[config.mk]
export PLATFORM = sky130hd
export DESIGN_NAME = pfcvp_protection
export DESIGN_NICKNAME = d
export VERILOG_FILES = /design/src/rtl/pfcvp_protection.v
export VERILOG_INCLUDE_DIRS = /design/src /design/src/pkg
export SDC_FILE = /design/constraint.sdc
export NUM_CORES = 1
export LEC_CHECK = 0
export ABC_AREA = 1
export BUFFER_PORTS_ARGS = -buffer_cell sky130_fd_sc_hd__clkbuf_2
export CAP_MARGIN = 30
export CORE_ASPECT_RATIO = 2
export CORE_MARGIN = 2
export CORE_UTILIZATION = 43
export DETAILED_ROUTE_END_ITERATION = 8
export PLACE_DENSITY = 0.7
export SYNTH_ARGS = -nofsm -noshare
export SYNTH_HDL_FRONTEND = slang
export SYNTH_SLANG_ARGS = --single-unit
[constraint.sdc]
create_clock -name CORE_CLK_I -period 50.6 [get_ports CORE_CLK_I]
set_clock_uncertainty 0.15 [all_clocks]
set_input_delay 10.12 -clock CORE_CLK_I [delete_from_list [all_inputs] [get_ports CORE_CLK_I]]
set_output_delay 10.12 -clock CORE_CLK_I [all_outputs]
set_load 0.1 [all_outputs]
[src/pkg/pfcvp_defs.vh]
// constants for the pfc voltage and frequency protection block
`ifndef PFCVP_DEFS_VH
`define PFCVP_DEFS_VH

// ****************************************
// register offsets
// ****************************************
`define PFCVP_ADDR_CTRL        8'h00
`define PFCVP_ADDR_FAULT       8'h04
`define PFCVP_ADDR_STATUS      8'h08
`define PFCVP_ADDR_AC_RMS      8'h0c
`define PFCVP_ADDR_PERIOD      8'h10
`define PFCVP_ADDR_BUS_V       8'h14
`define PFCVP_ADDR_OFFSET      8'h18
`define PFCVP_ADDR_AC_OV_THR   8'h20
`define PFCVP_ADDR_AC_OV_HYS   8'h24
`define PFCVP_ADDR_AC_BO_THR   8'h28
`define PFCVP_ADDR_AC_BO_HYS   8'h2c
`define PFCVP_ADDR_AC_OV_WIN   8'h30
`define PFCVP_ADDR_AC_BO_WIN   8'h34
`define PFCVP_ADDR_AC_REC_WIN  8'h38
`define PFCVP_ADDR_PER_UP      8'h40
`define PFCVP_ADDR_PER_UP_HYS  8'h44
`define PFCVP_ADDR_PER_LO      8'h48
`define PFCVP_ADDR_PER_LO_HYS  8'h4c
`define PFCVP_ADDR_PER_WIN     8'h50
`define PFCVP_ADDR_BUS_OV_THR  8'h60
`define PFCVP_ADDR_BUS_OV_HYS  8'h64
`define PFCVP_ADDR_BUS_OL_THR  8'h68
`define PFCVP_ADDR_BUS_OL_HYS  8'h6c
`define PFCVP_ADDR_BUS_OV_WIN  8'h70
`define PFCVP_ADDR_BUS_OL_WIN  8'h74
`define PFCVP_ADDR_BUS_REC_WIN 8'h78
`define PFCVP_ADDR_OFS_LO      8'h80
`define PFCVP_ADDR_OFS_UP      8'h84

// ****************************************
// field positions
// ****************************************
`define PFCVP_CTRL_RUN         0
`define PFCVP_CTRL_SEL60       1
`define PFCVP_FLT_OPENLOOP     1
`define PFCVP_FLT_BUS_OV       2
`define PFCVP_FLT_FREQ         3
`define PFCVP_FLT_BROWNOUT     4
`define PFCVP_FLT_AC_OV        5
`define PFCVP_FLT_OFFSET       7

// ****************************************
// start-up states
// ****************************************
`define PFCVP_ST_IDLE          2'h0
`define PFCVP_ST_CHECK         2'h1
`define PFCVP_ST_RUN           2'h2
`define PFCVP_ST_FAULT         2'h3

// ****************************************
// reset values
// ****************************************
`define PFCVP_RST_AC_OV_THR    16'hffff
`define PFCVP_RST_AC_BO_THR    16'h0000
`define PFCVP_RST_HYS          16'h0000
`define PFCVP_RST_WIN          16'h0002
`define PFCVP_RST_PER_UP_50    16'h0000
`define PFCVP_RST_PER_UP       16'hffff
`define PFCVP_RST_PER_LO       16'h0000
`define PFCVP_RST_BUS_OV_THR   16'hffff
`define PFCVP_RST_BUS_OL_THR   16'h0000
`define PFCVP_RST_OFS_LO       16'h0000
`define PFCVP_RST_OFS_UP       16'hffff

`endif

[src/rtl/pfcvp_protection.v]
// pfc input, line frequency and bus voltage protection with offset check
//
// Design decisions made here: the plain strobed port and the register addresses.
`timescale 1ns/100ps
`default_nettype none
`include "pfcvp_defs.vh"

module pfcvp_protection #(
    parameter DW = 16,
    parameter WW = 16
) (
    input  wire          CORE_CLK_I,
    input  wire          RESET_N_I,
    input  wire          CLK_EN_I,
    input  wire [7:0]    REG_ADDR_I,
    input  wire [31:0]   REG_WDATA_I,
    input  wire          REG_WR_I,
    input  wire          REG_RD_I,
    output reg  [31:0]   REG_RDATA_O,
    input  wire          BASE_TICK_I,
    input  wire [DW-1:0] AC_SAMPLE_I,
    input  wire          ZERO_CROSS_I,
    input  wire [DW-1:0] AC_RMS_I,
    input  wire          SWITCH_TICK_I,
    input  wire [DW-1:0] BUS_SAMPLE_I,
    input  wire          SUPERVISE_TICK_I,
    input  wire          OFFSET_VALID_I,
    input  wire [DW-1:0] OFFSET_SAMPLE_I,
    output reg  [7:0]    FAULT_WORD_O,
    output wire          DUTY_ZERO_O,
    output wire          RUN_STATUS_O,
    output wire          START_BLOCK_O
);

    // ****************************************
    // reset synchroniser
    // ****************************************
    reg rst_meta_n;
    reg rst_n;
    always @(posedge CORE_CLK_I or negedge RESET_N_I) begin
        if (!RESET_N_I) begin
            rst_meta_n <= 1'b0;
            rst_n      <= 1'b0;
        end else begin
            rst_meta_n <= 1'b1;
            rst_n      <= rst_meta_n;
        end
    end

    // ****************************************
    // configuration registers
    // ****************************************
    // control bits
    reg          run_cmd;
    reg          sel_60;

    // ac input limits
    reg [DW-1:0] ac_overvoltage_threshold;
    reg [DW-1:0] ac_overvoltage_hysteresis;
    reg [DW-1:0] ac_brownout_threshold;
    reg [DW-1:0] ac_brownout_hysteresis;
    reg [WW-1:0] ac_overvoltage_set_window;
    reg [WW-1:0] ac_brownout_set_window;
    reg [WW-1:0] ac_recovery_window;

    // line period limits
    reg [DW-1:0] period_upper_limit;
    reg [DW-1:0] period_upper_hysteresis;
    reg [DW-1:0] period_lower_limit;
    reg [DW-1:0] period_lower_hysteresis;
    reg [WW-1:0] period_check_window;

    // bus voltage limits
    reg [DW-1:0] bus_overvoltage_threshold;
    reg [DW-1:0] bus_overvoltage_hysteresis;
    reg [DW-1:0] bus_openloop_threshold;
    reg [DW-1:0] bus_openloop_hysteresis;
    reg [WW-1:0] bus_overvoltage_set_window;
    reg [WW-1:0] bus_openloop_set_window;
    reg [WW-1:0] bus_recovery_window;

    // offset limits
    reg [DW-1:0] current_offset_lower_limit;
    reg [DW-1:0] current_offset_upper_limit;

    // write data slices
    wire [DW-1:0] wd = REG_WDATA_I[DW-1:0];
    wire [WW-1:0] ww = REG_WDATA_I[WW-1:0];

    always @(posedge CORE_CLK_I or negedge rst_n) begin
        if (!rst_n) begin
            run_cmd                    <= 1'b0;
            sel_60                     <= 1'b0;
            ac_overvoltage_threshold   <= `PFCVP_RST_AC_OV_THR;
            ac_overvoltage_hysteresis  <= `PFCVP_RST_HYS;
            ac_brownout_threshold      <= `PFCVP_RST_AC_BO_THR;
            ac_brownout_hysteresis     <= `PFCVP_RST_HYS;
            ac_overvoltage_set_window  <= `PFCVP_RST_WIN;
            ac_brownout_set_window     <= `PFCVP_RST_WIN;
            ac_recovery_window         <= `PFCVP_RST_WIN;
            period_upper_limit         <= `PFCVP_RST_PER_UP;
            period_upper_hysteresis    <= `PFCVP_RST_HYS;
            period_lower_limit         <= `PFCVP_RST_PER_LO;
            period_lower_hysteresis    <= `PFCVP_RST_HYS;
            period_check_window        <= `PFCVP_RST_WIN;
            bus_overvoltage_threshold  <= `PFCVP_RST_BUS_OV_THR;
            bus_overvoltage_hysteresis <= `PFCVP_RST_HYS;
            bus_openloop_threshold     <= `PFCVP_RST_BUS_OL_THR;
            bus_openloop_hysteresis    <= `PFCVP_RST_HYS;
            bus_overvoltage_set_window <= `PFCVP_RST_WIN;
            bus_openloop_set_window    <= `PFCVP_RST_WIN;
            bus_recovery_window        <= `PFCVP_RST_WIN;
            current_offset_lower_limit <= `PFCVP_RST_OFS_LO;
            current_offset_upper_limit <= `PFCVP_RST_OFS_UP;
        end else if (CLK_EN_I && REG_WR_I) begin
            case (REG_ADDR_I)
                `PFCVP_ADDR_CTRL: begin
                    run_cmd <= REG_WDATA_I[`PFCVP_CTRL_RUN];
                    sel_60  <= REG_WDATA_I[`PFCVP_CTRL_SEL60];
                end

                // ac limits and windows
                `PFCVP_ADDR_AC_OV_THR:   ac_overvoltage_threshold   <= wd;
                `PFCVP_ADDR_AC_OV_HYS:   ac_overvoltage_hysteresis  <= wd;
                `PFCVP_ADDR_AC_BO_THR:   ac_brownout_threshold      <= wd;
                `PFCVP_ADDR_AC_BO_HYS:   ac_brownout_hysteresis     <= wd;
                `PFCVP_ADDR_AC_OV_WIN:   ac_overvoltage_set_window  <= ww;
                `PFCVP_ADDR_AC_BO_WIN:   ac_brownout_set_window     <= ww;
                `PFCVP_ADDR_AC_REC_WIN:  ac_recovery_window         <= ww;

                // period limits and window
                `PFCVP_ADDR_PER_UP:      period_upper_limit         <= wd;
                `PFCVP_ADDR_PER_UP_HYS:  period_upper_hysteresis    <= wd;
                `PFCVP_ADDR_PER_LO:      period_lower_limit         <= wd;
                `PFCVP_ADDR_PER_LO_HYS:  period_lower_hysteresis    <= wd;
                `PFCVP_ADDR_PER_WIN:     period_check_window        <= ww;

                // bus limits and windows
                `PFCVP_ADDR_BUS_OV_THR:  bus_overvoltage_threshold  <= wd;
                `PFCVP_ADDR_BUS_OV_HYS:  bus_overvoltage_hysteresis <= wd;
                `PFCVP_ADDR_BUS_OL_THR:  bus_openloop_threshold     <= wd;
                `PFCVP_ADDR_BUS_OL_HYS:  bus_openloop_hysteresis    <= wd;
                `PFCVP_ADDR_BUS_OV_WIN:  bus_overvoltage_set_window <= ww;
                `PFCVP_ADDR_BUS_OL_WIN:  bus_openloop_set_window    <= ww;
                `PFCVP_ADDR_BUS_REC_WIN: bus_recovery_window        <= ww;

                // offset limits
                `PFCVP_ADDR_OFS_LO:      current_offset_lower_limit <= wd;
                `PFCVP_ADDR_OFS_UP:      current_offset_upper_limit <= wd;
                default: ;
            endcase
        end
    end

    // ****************************************
    // measurements
    // ****************************************
    reg [DW-1:0] ac_sample;
    reg [DW-1:0] ac_rms;
    reg [DW-1:0] period_counter;
    reg [DW-1:0] half_cycle_period_count;
    reg [DW-1:0] bus_voltage;
    reg [DW-1:0] current_sense_offset;

    // crossing qualified by base tick
    wire         zc_tick = BASE_TICK_I & ZERO_CROSS_I;

    always @(posedge CORE_CLK_I or negedge rst_n) begin
        if (!rst_n) begin
            ac_sample               <= {DW{1'b0}};
            ac_rms                  <= {DW{1'b0}};
            period_counter          <= {DW{1'b0}};
            half_cycle_period_count <= {DW{1'b0}};
            bus_voltage             <= {DW{1'b0}};
        end else if (CLK_EN_I) begin
            if (BASE_TICK_I) begin
                ac_sample <= AC_SAMPLE_I;
                if (ZERO_CROSS_I) begin
                    ac_rms                  <= AC_RMS_I;
                    half_cycle_period_count <= period_counter;
                    period_counter          <= {DW{1'b0}};
                end else if (period_counter != {DW{1'b1}}) begin
                    period_counter <= period_counter + 1'b1;
                end
            end
            if (SWITCH_TICK_I)
                bus_voltage <= BUS_SAMPLE_I;
        end
    end

    // ****************************************
    // deglitch channels
    // ****************************************
    // 0 openloop, 1 bus ov, 2 freq hi-period, 3 freq lo-period,
    // 4 brownout, 5 ac ov
    wire [5:0]    trip;
    wire [5:0]    okay;
    wire [5:0]    tick;
    wire [5:0]    active;
    wire [6*WW-1:0] set_win;
    wire [6*WW-1:0] rec_win;


    // bus open loop
    assign trip[0] = bus_voltage < bus_openloop_threshold;
    assign okay[0] = bus_voltage > bus_openloop_threshold + bus_openloop_hysteresis;

    // bus overvoltage
    assign trip[1] = bus_voltage > bus_overvoltage_threshold;
    assign okay[1] = bus_voltage < bus_overvoltage_threshold - bus_overvoltage_hysteresis;

    // long period, low frequency
    assign trip[2] = half_cycle_period_count > period_upper_limit;
    assign okay[2] = half_cycle_period_count < period_upper_limit - period_upper_hysteresis;

    // short period, high frequency
    assign trip[3] = half_cycle_period_count < period_lower_limit;
    assign okay[3] = half_cycle_period_count > period_lower_limit + period_lower_hysteresis;

    // ac brownout
    assign trip[4] = ac_rms < ac_brownout_threshold;
    assign okay[4] = ac_rms > ac_brownout_threshold + ac_brownout_hysteresis;

    // ac overvoltage
    assign trip[5] = ac_rms > ac_overvoltage_threshold;
    assign okay[5] = ac_rms < ac_overvoltage_threshold - ac_overvoltage_hysteresis;


    // channel tick selection
    assign tick[1:0] = {2{SWITCH_TICK_I}};
    assign tick[3:2] = {2{SUPERVISE_TICK_I}};
    assign tick[5:4] = {2{zc_tick}};


    // set and recovery windows
    assign set_win = {ac_overvoltage_set_window, ac_brownout_set_window,
                      period_check_window, period_check_window,
                      bus_overvoltage_set_window, bus_openloop_set_window};
    assign rec_win = {ac_recovery_window, ac_recovery_window,
                      period_check_window, period_check_window,
                      bus_recovery_window, bus_recovery_window};

    genvar g;
    generate
        for (g = 0; g < 6; g = g + 1) begin : chan
            reg  [WW-1:0] cnt;
            reg           act;
            wire          cond    = active[g] ? okay[g] : trip[g];
            wire [WW-1:0] win     = active[g] ? rec_win[g*WW +: WW] : set_win[g*WW +: WW];
            wire [WW-1:0] cnt_inc = cnt + 1'b1;
            assign active[g] = act;
            always @(posedge CORE_CLK_I or negedge rst_n) begin
                if (!rst_n) begin
                    cnt <= {WW{1'b0}};
                    act <= 1'b0;
                end else if (CLK_EN_I && tick[g]) begin
                    if (!cond) begin
                        cnt <= {WW{1'b0}};
                    end else if (cnt_inc >= win) begin
                        cnt <= {WW{1'b0}};
                        act <= ~act;
                    end else begin
                        cnt <= cnt_inc;
                    end
                end
            end
        end
    endgenerate

    // ****************************************
    // start-up offset check
    // ****************************************
    reg [1:0] state;
    reg [1:0] next_state;

    // sample outside offset limits
    wire      offset_bad = (OFFSET_SAMPLE_I < current_offset_lower_limit) ||
                           (OFFSET_SAMPLE_I > current_offset_upper_limit);

    always @* begin
        case (state)
            `PFCVP_ST_IDLE:  next_state = run_cmd ? `PFCVP_ST_CHECK : `PFCVP_ST_IDLE;
            `PFCVP_ST_CHECK: begin
                if (!OFFSET_VALID_I)
                    next_state = `PFCVP_ST_CHECK;
                else if (offset_bad)
                    next_state = `PFCVP_ST_FAULT;
                else
                    next_state = `PFCVP_ST_RUN;
            end
            `PFCVP_ST_RUN:   next_state = run_cmd ? `PFCVP_ST_RUN : `PFCVP_ST_IDLE;
            `PFCVP_ST_FAULT: next_state = `PFCVP_ST_FAULT;
            default:         next_state = `PFCVP_ST_IDLE;
        endcase
    end

    always @(posedge CORE_CLK_I or negedge rst_n) begin
        if (!rst_n) begin
            state                <= `PFCVP_ST_IDLE;
            current_sense_offset <= {DW{1'b0}};
        end else if (CLK_EN_I) begin
            state <= next_state;
            if (state == `PFCVP_ST_CHECK && OFFSET_VALID_I)
                current_sense_offset <= OFFSET_SAMPLE_I;
        end
    end

    // ****************************************
    // fault word and gate control
    // ****************************************
    always @(posedge CORE_CLK_I or negedge rst_n) begin
        if (!rst_n)
            FAULT_WORD_O <= 8'h00;
        else if (CLK_EN_I)
            FAULT_WORD_O <= {next_state == `PFCVP_ST_FAULT, 1'b0, active[5], active[4],
                             active[3] | active[2], active[1], active[0], 1'b0};
    end

    assign DUTY_ZERO_O   = |FAULT_WORD_O[5:1];
    assign START_BLOCK_O = FAULT_WORD_O[`PFCVP_FLT_OFFSET];
    assign RUN_STATUS_O  = (state == `PFCVP_ST_RUN) && !DUTY_ZERO_O;

    // ****************************************
    // register read port
    // ****************************************
    always @(posedge CORE_CLK_I or negedge rst_n) begin
        if (!rst_n) begin
            REG_RDATA_O <= 32'h00000000;
        end else if (CLK_EN_I) begin
            REG_RDATA_O <= 32'h00000000;
            if (REG_RD_I) begin
                case (REG_ADDR_I)
                    `PFCVP_ADDR_CTRL:    REG_RDATA_O[1:0] <= {sel_60, run_cmd};
                    `PFCVP_ADDR_FAULT:   REG_RDATA_O[7:0] <= FAULT_WORD_O;
                    `PFCVP_ADDR_STATUS:  REG_RDATA_O[3:0] <= {state, DUTY_ZERO_O, RUN_STATUS_O};

                    // measurements
                    `PFCVP_ADDR_AC_RMS:  REG_RDATA_O[DW-1:0] <= ac_rms;
                    `PFCVP_ADDR_PERIOD:  REG_RDATA_O[DW-1:0] <= half_cycle_period_count;
                    `PFCVP_ADDR_BUS_V:   REG_RDATA_O[DW-1:0] <= bus_voltage;
                    `PFCVP_ADDR_OFFSET:  REG_RDATA_O[DW-1:0] <= current_sense_offset;

                    // readable limits
                    `PFCVP_ADDR_PER_UP:  REG_RDATA_O[DW-1:0] <= period_upper_limit;
                    `PFCVP_ADDR_PER_LO:  REG_RDATA_O[DW-1:0] <= period_lower_limit;
                    `PFCVP_ADDR_AC_OV_THR: REG_RDATA_O[DW-1:0] <= ac_overvoltage_threshold;
                    `PFCVP_ADDR_AC_BO_THR: REG_RDATA_O[DW-1:0] <= ac_brownout_threshold;
                    `PFCVP_ADDR_BUS_OV_THR: REG_RDATA_O[DW-1:0] <= bus_overvoltage_threshold;
                    `PFCVP_ADDR_BUS_OL_THR: REG_RDATA_O[DW-1:0] <= bus_openloop_threshold;
                    default: REG_RDATA_O <= 32'h00000000;
                endcase
            end
        end
    end

endmodule
`default_nettype wire

==> results.tsv, run 1 <==
stage	metric	value	unit
yosys	synth_cells	4821	
worst_hold_path	min_path_cells	0	
timing	drv_slew	0	
grt	antenna_found_initial	6	
worst_setup_path	crit_chain	inv_1 > nand4_1 > nor3_1 > clkbuf_2	
yosys	async_flop_share	100	%
cells_and_area	syn_to_final_growth	9.10	%
yosys	yosys.cell_types.count	45	
worst_hold_path	hold_path.class	flop to flop	
timing	fin_crit	12.84	ns
clocking	clockBufferDepth	3	
route	ant_nets	0	
yosys	synth_edf_count	0	
placement	routabilityCongestion	1.00	
die	die_area	87500	sq um
route	viasPerCell	5.51	
yosys	ys_top_cells_by_area	dfrtp_1, ha_1, nand2_1, o21ai_0, inv_1	
die	std_cell_rows	151	
worst_setup_path	end_kind	output port	
worst_hold_path	hp-start	rst_meta_n$_DFF_PN0_	
die	die_h	416	microns
grt	grt_pass1_vias	33000	
timing	tightest_slew	1.05	ns
run	drv_cap	0	
route	num_vias	32900	
worst_setup_path	critPathSlowestCell	clkbuf_2	
pwr	p_per_area	33.1	nW/um^2
cells_and_area	regMostFlops	chan.cnt	
timing	setup_viol_count_final	0	
timing	setup_tns	0	ns
clocking	ctsHoldBuffers	0	
worst_setup_path	cpPeakStageDelay	0.57	ns
route	post_drt_wl_per_cell	20.0	microns
worst_setup_path	rr_worst_depth	21	
yosys	synth_top_cell_area_share	32.5	%
cells_and_area	drive_gt1_share	6.67	%
clocking	cts_sinks	546	
placement	dpl_worst_slack	37.30	ns
pwr	cellLeakagePower	19.3	nW
yosys	yosysWarnings	0	
route	dr.pass1.iters	6	
clocking	post-cts-setup-buffer-count	0	
grt	grt_pass1_wl	183000	microns
grt	grt_remaining_overflow	0	
timing	layout_setup_ws	37.76	ns
worst_hold_path	whs_endpoint	rst_n$_DFF_PN0_	
grt	grt_max_degree	168	
yosys	synth_area	36500	sq um
clocking	path_clk_slew	0.07	ns
worst_setup_path	worstReg2RegStart	bus_overvoltage_threshold[0]$_DFFE_PN1P_	
grt	grt_usage	27.5	%
worst_setup_path	cp_num_buf_inv	2	
placement	io_buffers	106	
worst_setup_path	cp_data_arrival_time	2.57	ns
worst_setup_path	worstSetupStartpointType	flop	
route	wl	119000	microns
placement	hpwl	89100	microns
route	drc	0	
yosys	synth_area_per_cell	7.58	sq um
clocking	cts_tree	done	
clocking	cts_root_buf	clkbuf_16	
cells_and_area	num-nets-final	5376	
die	die_w	210	microns
die	start_util	43.3	%
die	ioPinCount	157	
clocking	cts_made_buffers	53	
worst_setup_path	crit_start	FAULT_WORD_O[5]$_DFFE_PN0P_	
worst_setup_path	cp_max_fo	4	
pwr	total_power	1.32	mW
worst_setup_path	critical_path_class	flop to output port	
worst_setup_path	cp_top_family	buffers and inverters	
timing	finalHoldViolations	0	
cells_and_area	nFillCells	8335	
pwr	irDropWorstVdd	34.3	uV
worst_setup_path	cp.required	40.33	ns
worst_setup_path	r2r-end	chan[1].act$_DFFE_PN0P_	
route	first_iter_violations	2187	
cells_and_area	largest_reg_flops	96	
yosys	synth_top_area_cell	dfrtp_1	
status	outcome	completed	
worst_setup_path	rrSetupSlack	45.99	ns
cells_and_area	finalInstanceArea	39900	sq um
yosys	ys_seq_area_share	37.6	%
clocking	cts_resized	0	
clocking	clk_latency	0.65	ns
yosys	ys_ff_latch	546	
yosys	synthFlopType	dfrtp_1	
timing	relSlewSlack	29.7	%
timing	final.period_utilization	25.4	%
clocking	htreeDepth	2	
timing	fmax	77.9	MHz
placement	place_area	37900	sq um
die	core_area	84500	sq um
timing	rsz0062_at_grt	no	
cells_and_area	final_util	47.2	%
[cells in the final DEF, fill, tap and decap left out, drive strengths merged]
cell	Yosys	final
nor2	287	287
a221oi	2	2
clkbuf	138	183
conb	2	19
nand2	1200	1200
nand3b	9	9
a211oi	5	5
buf	48	33
or2	3	3
o2bb2ai	1	1
xnor2	47	47
ha	410	410
nand4	76	76
nor4	13	13
o221ai	2	2
clkinv	3	16
o21ai	650	650
o31ai	12	12
o21a	19	19
a21o	17	17
a31oi	15	15
o22ai	64	64
a21boi	2	2
nor3	72	72
dfstp	71	71
xor2	89	89
nand3	234	234
bufinv	0	5
and3	1	1
o211a	2	2
inv	619	621
diode	0	1
clkinvlp	0	3
dfrtp	475	475
fa	6	6
a21oi	225	225
o211ai	2	2
[power by group]
part	switching, mW	internal [mW]	leakage (nW)	total [mW]
clock	0.188	0.236	0.878	0.424
combinational	0.261	0.125	11.2	0.386
sequential	0.0440	0.466	7.23	0.510
total	0.493	0.827	19.3	1.32
[synthesized netlist by cell type (all sizes together) (5+ instances only)]
master,n
xor2,89
nor3,72
o31ai,12
xnor2,47
a21oi,225
nor4,13
nand2,1200
fa,6
o21a,19
nand3b,9
a21o,17
dfstp,71
o22ai,64
buf,48
nor2,287
inv,619
dfrtp,475
clkbuf,138
nand3,234
ha,410
a31oi,15
a211oi,5
o21ai,650
nand4,76
[worst max-delay path by stage]
stage	end	cells after the start
6_report	RUN_STATUS_O	4
5_1_grt	RUN_STATUS_O	4
4_1_cts	RUN_STATUS_O	4
3_5_place_dp	period_upper_hysteresis[5]$_DFFE_PN0P_	6
3_3_place_gp	period_upper_hysteresis[11]$_DFFE_PN0P_	6
2_1_floorplan	FAULT_WORD_O[1]$_DFFE_PN0P_	0
[through the flow]
step	instances	hold slack, ns
final	5963	0.200
after floorplan	4838	0.181
after global routing	5962	0.222
after global placement	5855	0.183
after detailed placement	5857	0.185
after CTS	5957	0.201
[cell families (layout without fill, tap and decap cells)]
| logic type | count (synthesis) | count (layout) | share of synthesized area [%] |
|---|---|---|---|
| AOI/OAI and AO/OA | 1018 | 1018 | 14.7 |
| xor gates and xnor gates | 136 | 136 | 3.26 |
| adders and majority gates | 416 | 416 | 14.4 |
| buffers and inverters | 808 | 861 | 8.58 |
| DFF | 546 | 546 | 37.6 |
| other | 2 | 20 | 0.0206 |
| and+or+nand+nor | 1895 | 1895 | 21.5 |
[area by class of cell]
type | instances | area [sq um] | share of cell area, %
multi-input cells | 3484 | 19700 | 49.5
flip-flops and latches | 546 | 13800 | 34.5
inverters | 622 | 2330 | 5.86
clock buffers | 77 | 1530 | 3.83
well taps | 1071 | 1340 | 3.36
repair buffers | 139 | 918 | 2.30
clock inverters | 23 | 263 | 0.659
diodes | 1 | 2.50 | 0.00628
[metal layers]
layer | GRT usage [%] | wire (microns) | vias up
li1 | - | - | 15900
met1 | 29.5 | 43200 | 15400
met2 | 48.9 | 59300 | 1079
met3 | 3.63 | 6340 | 451
met4 | 20.7 | 10500 | 6
met5 | 0 | 37 | -
Power figures use the tool's default switching activity.
==> run 2, diff against run 1 <==
- clock period: 50.6 -> 12.4 ns (I/O delays scaled with it)
==> run 2 against run 1 <==
Design area increased by 0.25%. Sequential share of layout area down 0.085 points. Clock power rose to 4.2 times the previous value. Critical path type unchanged. Largest cell class unchanged. Highest routed layer unchanged.
==> results.tsv, run 2 (synthesis results as in run 1) <==
stage	metric	value	unit	change
status	outcome	completed		
placement	placedCellCount	5859		+0.034%
worst_setup_path	end_kind	output port		
clocking	cts_sinks	546		unchanged
cells_and_area	drive_gt1_share	6.79	%	+0.12 points
grt	grt_pass1_vias	33100		+0.43%
worst_hold_path	hp-start	rst_meta_n$_DFF_PN0_		
clocking	path_clk_slew	0.07	ns	about the same
pwr	cellLeakagePower	19.4	nW	+0.11%
placement	hpwl	90100	microns	+1.1%
die	die_area	87500	sq um	unchanged
die	start_util	43.3	%	unchanged
run	drv_cap	0		unchanged
worst_hold_path	hold_path.class	flop to flop		
timing	finalHoldViolations	0		unchanged
die	die_h	416	microns	unchanged
cells_and_area	largest_reg_flops	96		unchanged
route	first_iter_violations	2182		-0.23%
die	ioPinCount	157		unchanged
route	wl	120000	microns	+0.49%
timing	fmax	190	MHz	
timing	tightest_slew	1.10	ns	+0.0482 ns
grt	antenna_found_initial	6		unchanged
cells_and_area	mostFrequentLayoutCell	nand2_1		
cells_and_area	regMostFlops	chan.cnt		
timing	setup_tns	0	ns	unchanged
route	post_drt_wl_per_cell	20.1	microns	+0.49%
clocking	clk_latency	0.69	ns	+0.04 ns
timing	fin_crit	5.25	ns	
grt	grt_max_degree	183		+8.9%
timing	drv_slew	0		unchanged
cells_and_area	syn_to_final_growth	9.37	%	
clocking	cts_made_buffers	53		unchanged
timing	relSlewSlack	26.6	%	-3.1 points
timing	setup_viol_count_final	0		unchanged
cells_and_area	num-nets-final	5375		-0.019%
route	dr.pass1.iters	6		unchanged
worst_setup_path	crit_start	FAULT_WORD_O[1]$_DFFE_PN0P_		
timing	rsz0062_at_grt	no		
grt	grt_remaining_overflow	0		unchanged
cells_and_area	finalInstanceArea	40000	sq um	+0.25%
grt	grt_pass1_wl	184000	microns	+0.38%
route	num_vias	33200		+1.1%
worst_setup_path	worstReg2RegStart	period_upper_limit[0]$_DFFE_PN1P_		
die	core_area	84500	sq um	unchanged
placement	routabilityCongestion	1.02		+1.9%
placement	io_buffers	106		unchanged
clocking	cts_tree	done		
worst_setup_path	critical_path_class	flop to output port		
timing	final.period_utilization	42.4	%	
cells_and_area	fin_cells	5963		unchanged
worst_setup_path	cp_max_fo	4		unchanged
cells_and_area	final_cell_mix	nand2_1, o21ai_0, inv_1		
worst_setup_path	cp.required	9.77	ns	-30.56 ns
clocking	cts_resized	0		unchanged
pwr	p_per_area	136	nW/um^2	+310%
die	die_w	210	microns	unchanged
worst_setup_path	worstSetupStartpointType	flop		
grt	grt_usage	27.7	%	+0.18 points
pwr	irDropWorstVdd	129	uV	+280%
route	drc	0		unchanged
clocking	cts_root_buf	clkbuf_16		
die	std_cell_rows	151		unchanged
clocking	ctsHoldBuffers	0		unchanged
clocking	htreeDepth	2		unchanged
clocking	clockBufferDepth	3		unchanged
route	viasPerCell	5.57		+1.1%
route	ant_nets	0		unchanged
placement	place_area	38000	sq um	+0.22%
clocking	post-cts-setup-buffer-count	0		unchanged
worst_setup_path	cp_data_arrival_time	2.62	ns	+0.05 ns
## run 2: changes by cell type in the layout (fill, tap and decap cells not counted), moves of 3 or more
cell        change
buf_4           -4
clkinvlp_4      +6
buf_8           +3
clkbuf_1        -8
clkinv_2        -5
## run 2: where the power goes
group          internal, mW  switching, mW  total (mW)  leakage, nW
clock network         0.990          0.808        1.80        0.896
registers              1.90          0.187        2.09         7.23
logic                 0.509           1.06        1.57         11.2
## run 2: final cells by class
class	instances	area (sq um)
antenna	2	5.00
clock buffer	67	1450
clock inverter	33	439
fill	8422	44500
inverter	622	2330
multi-input combinational	3484	19700
sequential	546	13800
tap	1071	1340
timing repair buffer	138	918
## run 2: per-layer routing
metal	global-route usage, %	routed length, microns	vias to the layer above
met3	4.04	6950	495
li1	-	-	15900
met2	48.8	59500	1164
met1	28.5	41500	15700
met5	0	38	-
met4	23.7	12100	6
## run 2: stage by stage
| step | utilization (%) | setup slack (ns) | power, mW | hold WS, ns |
|---|---|---|---|---|
| 2_1_floorplan | - | 3.43 | 3.19 | 0.181 |
| 3_3_place_gp | 44.9 | 6.85 | 3.61 | 0.187 |
| 3_5_place_dp | 45.0 | 6.79 | 3.68 | 0.193 |
| 4_1_cts | 47.3 | 7.19 | 5.47 | 0.208 |
| 5_1_grt | 47.3 | 7.16 | 5.76 | 0.208 |
| 6_report | 47.3 | 7.15 | 5.45 | 0.205 |
## run 2: final timing paths
kind                       slack (ns)  depth (start not counted)                                      end
max                              7.15                          4                             RUN_STATUS_O
min                              0.20                          0                          rst_n$_DFF_PN0_
max reg2reg                      7.84                         21                  chan[2].act$_DFFE_PN0P_
min reg2reg                      0.20                          0                          rst_n$_DFF_PN0_
max in group asynchronous        9.72                          3  bus_openloop_hysteresis[10]$_DFFE_PN0P_
min in group asynchronous        0.28                          0           period_counter[13]$_DFFE_PN0P_
## run 2: critical path, stage by stage (launching register included)
cell and delay [ns]:
dfrtp_1 0.49, nor2_1 0.14, nand4_1 0.22, nor3_1 0.54, clkbuf_2 0.57
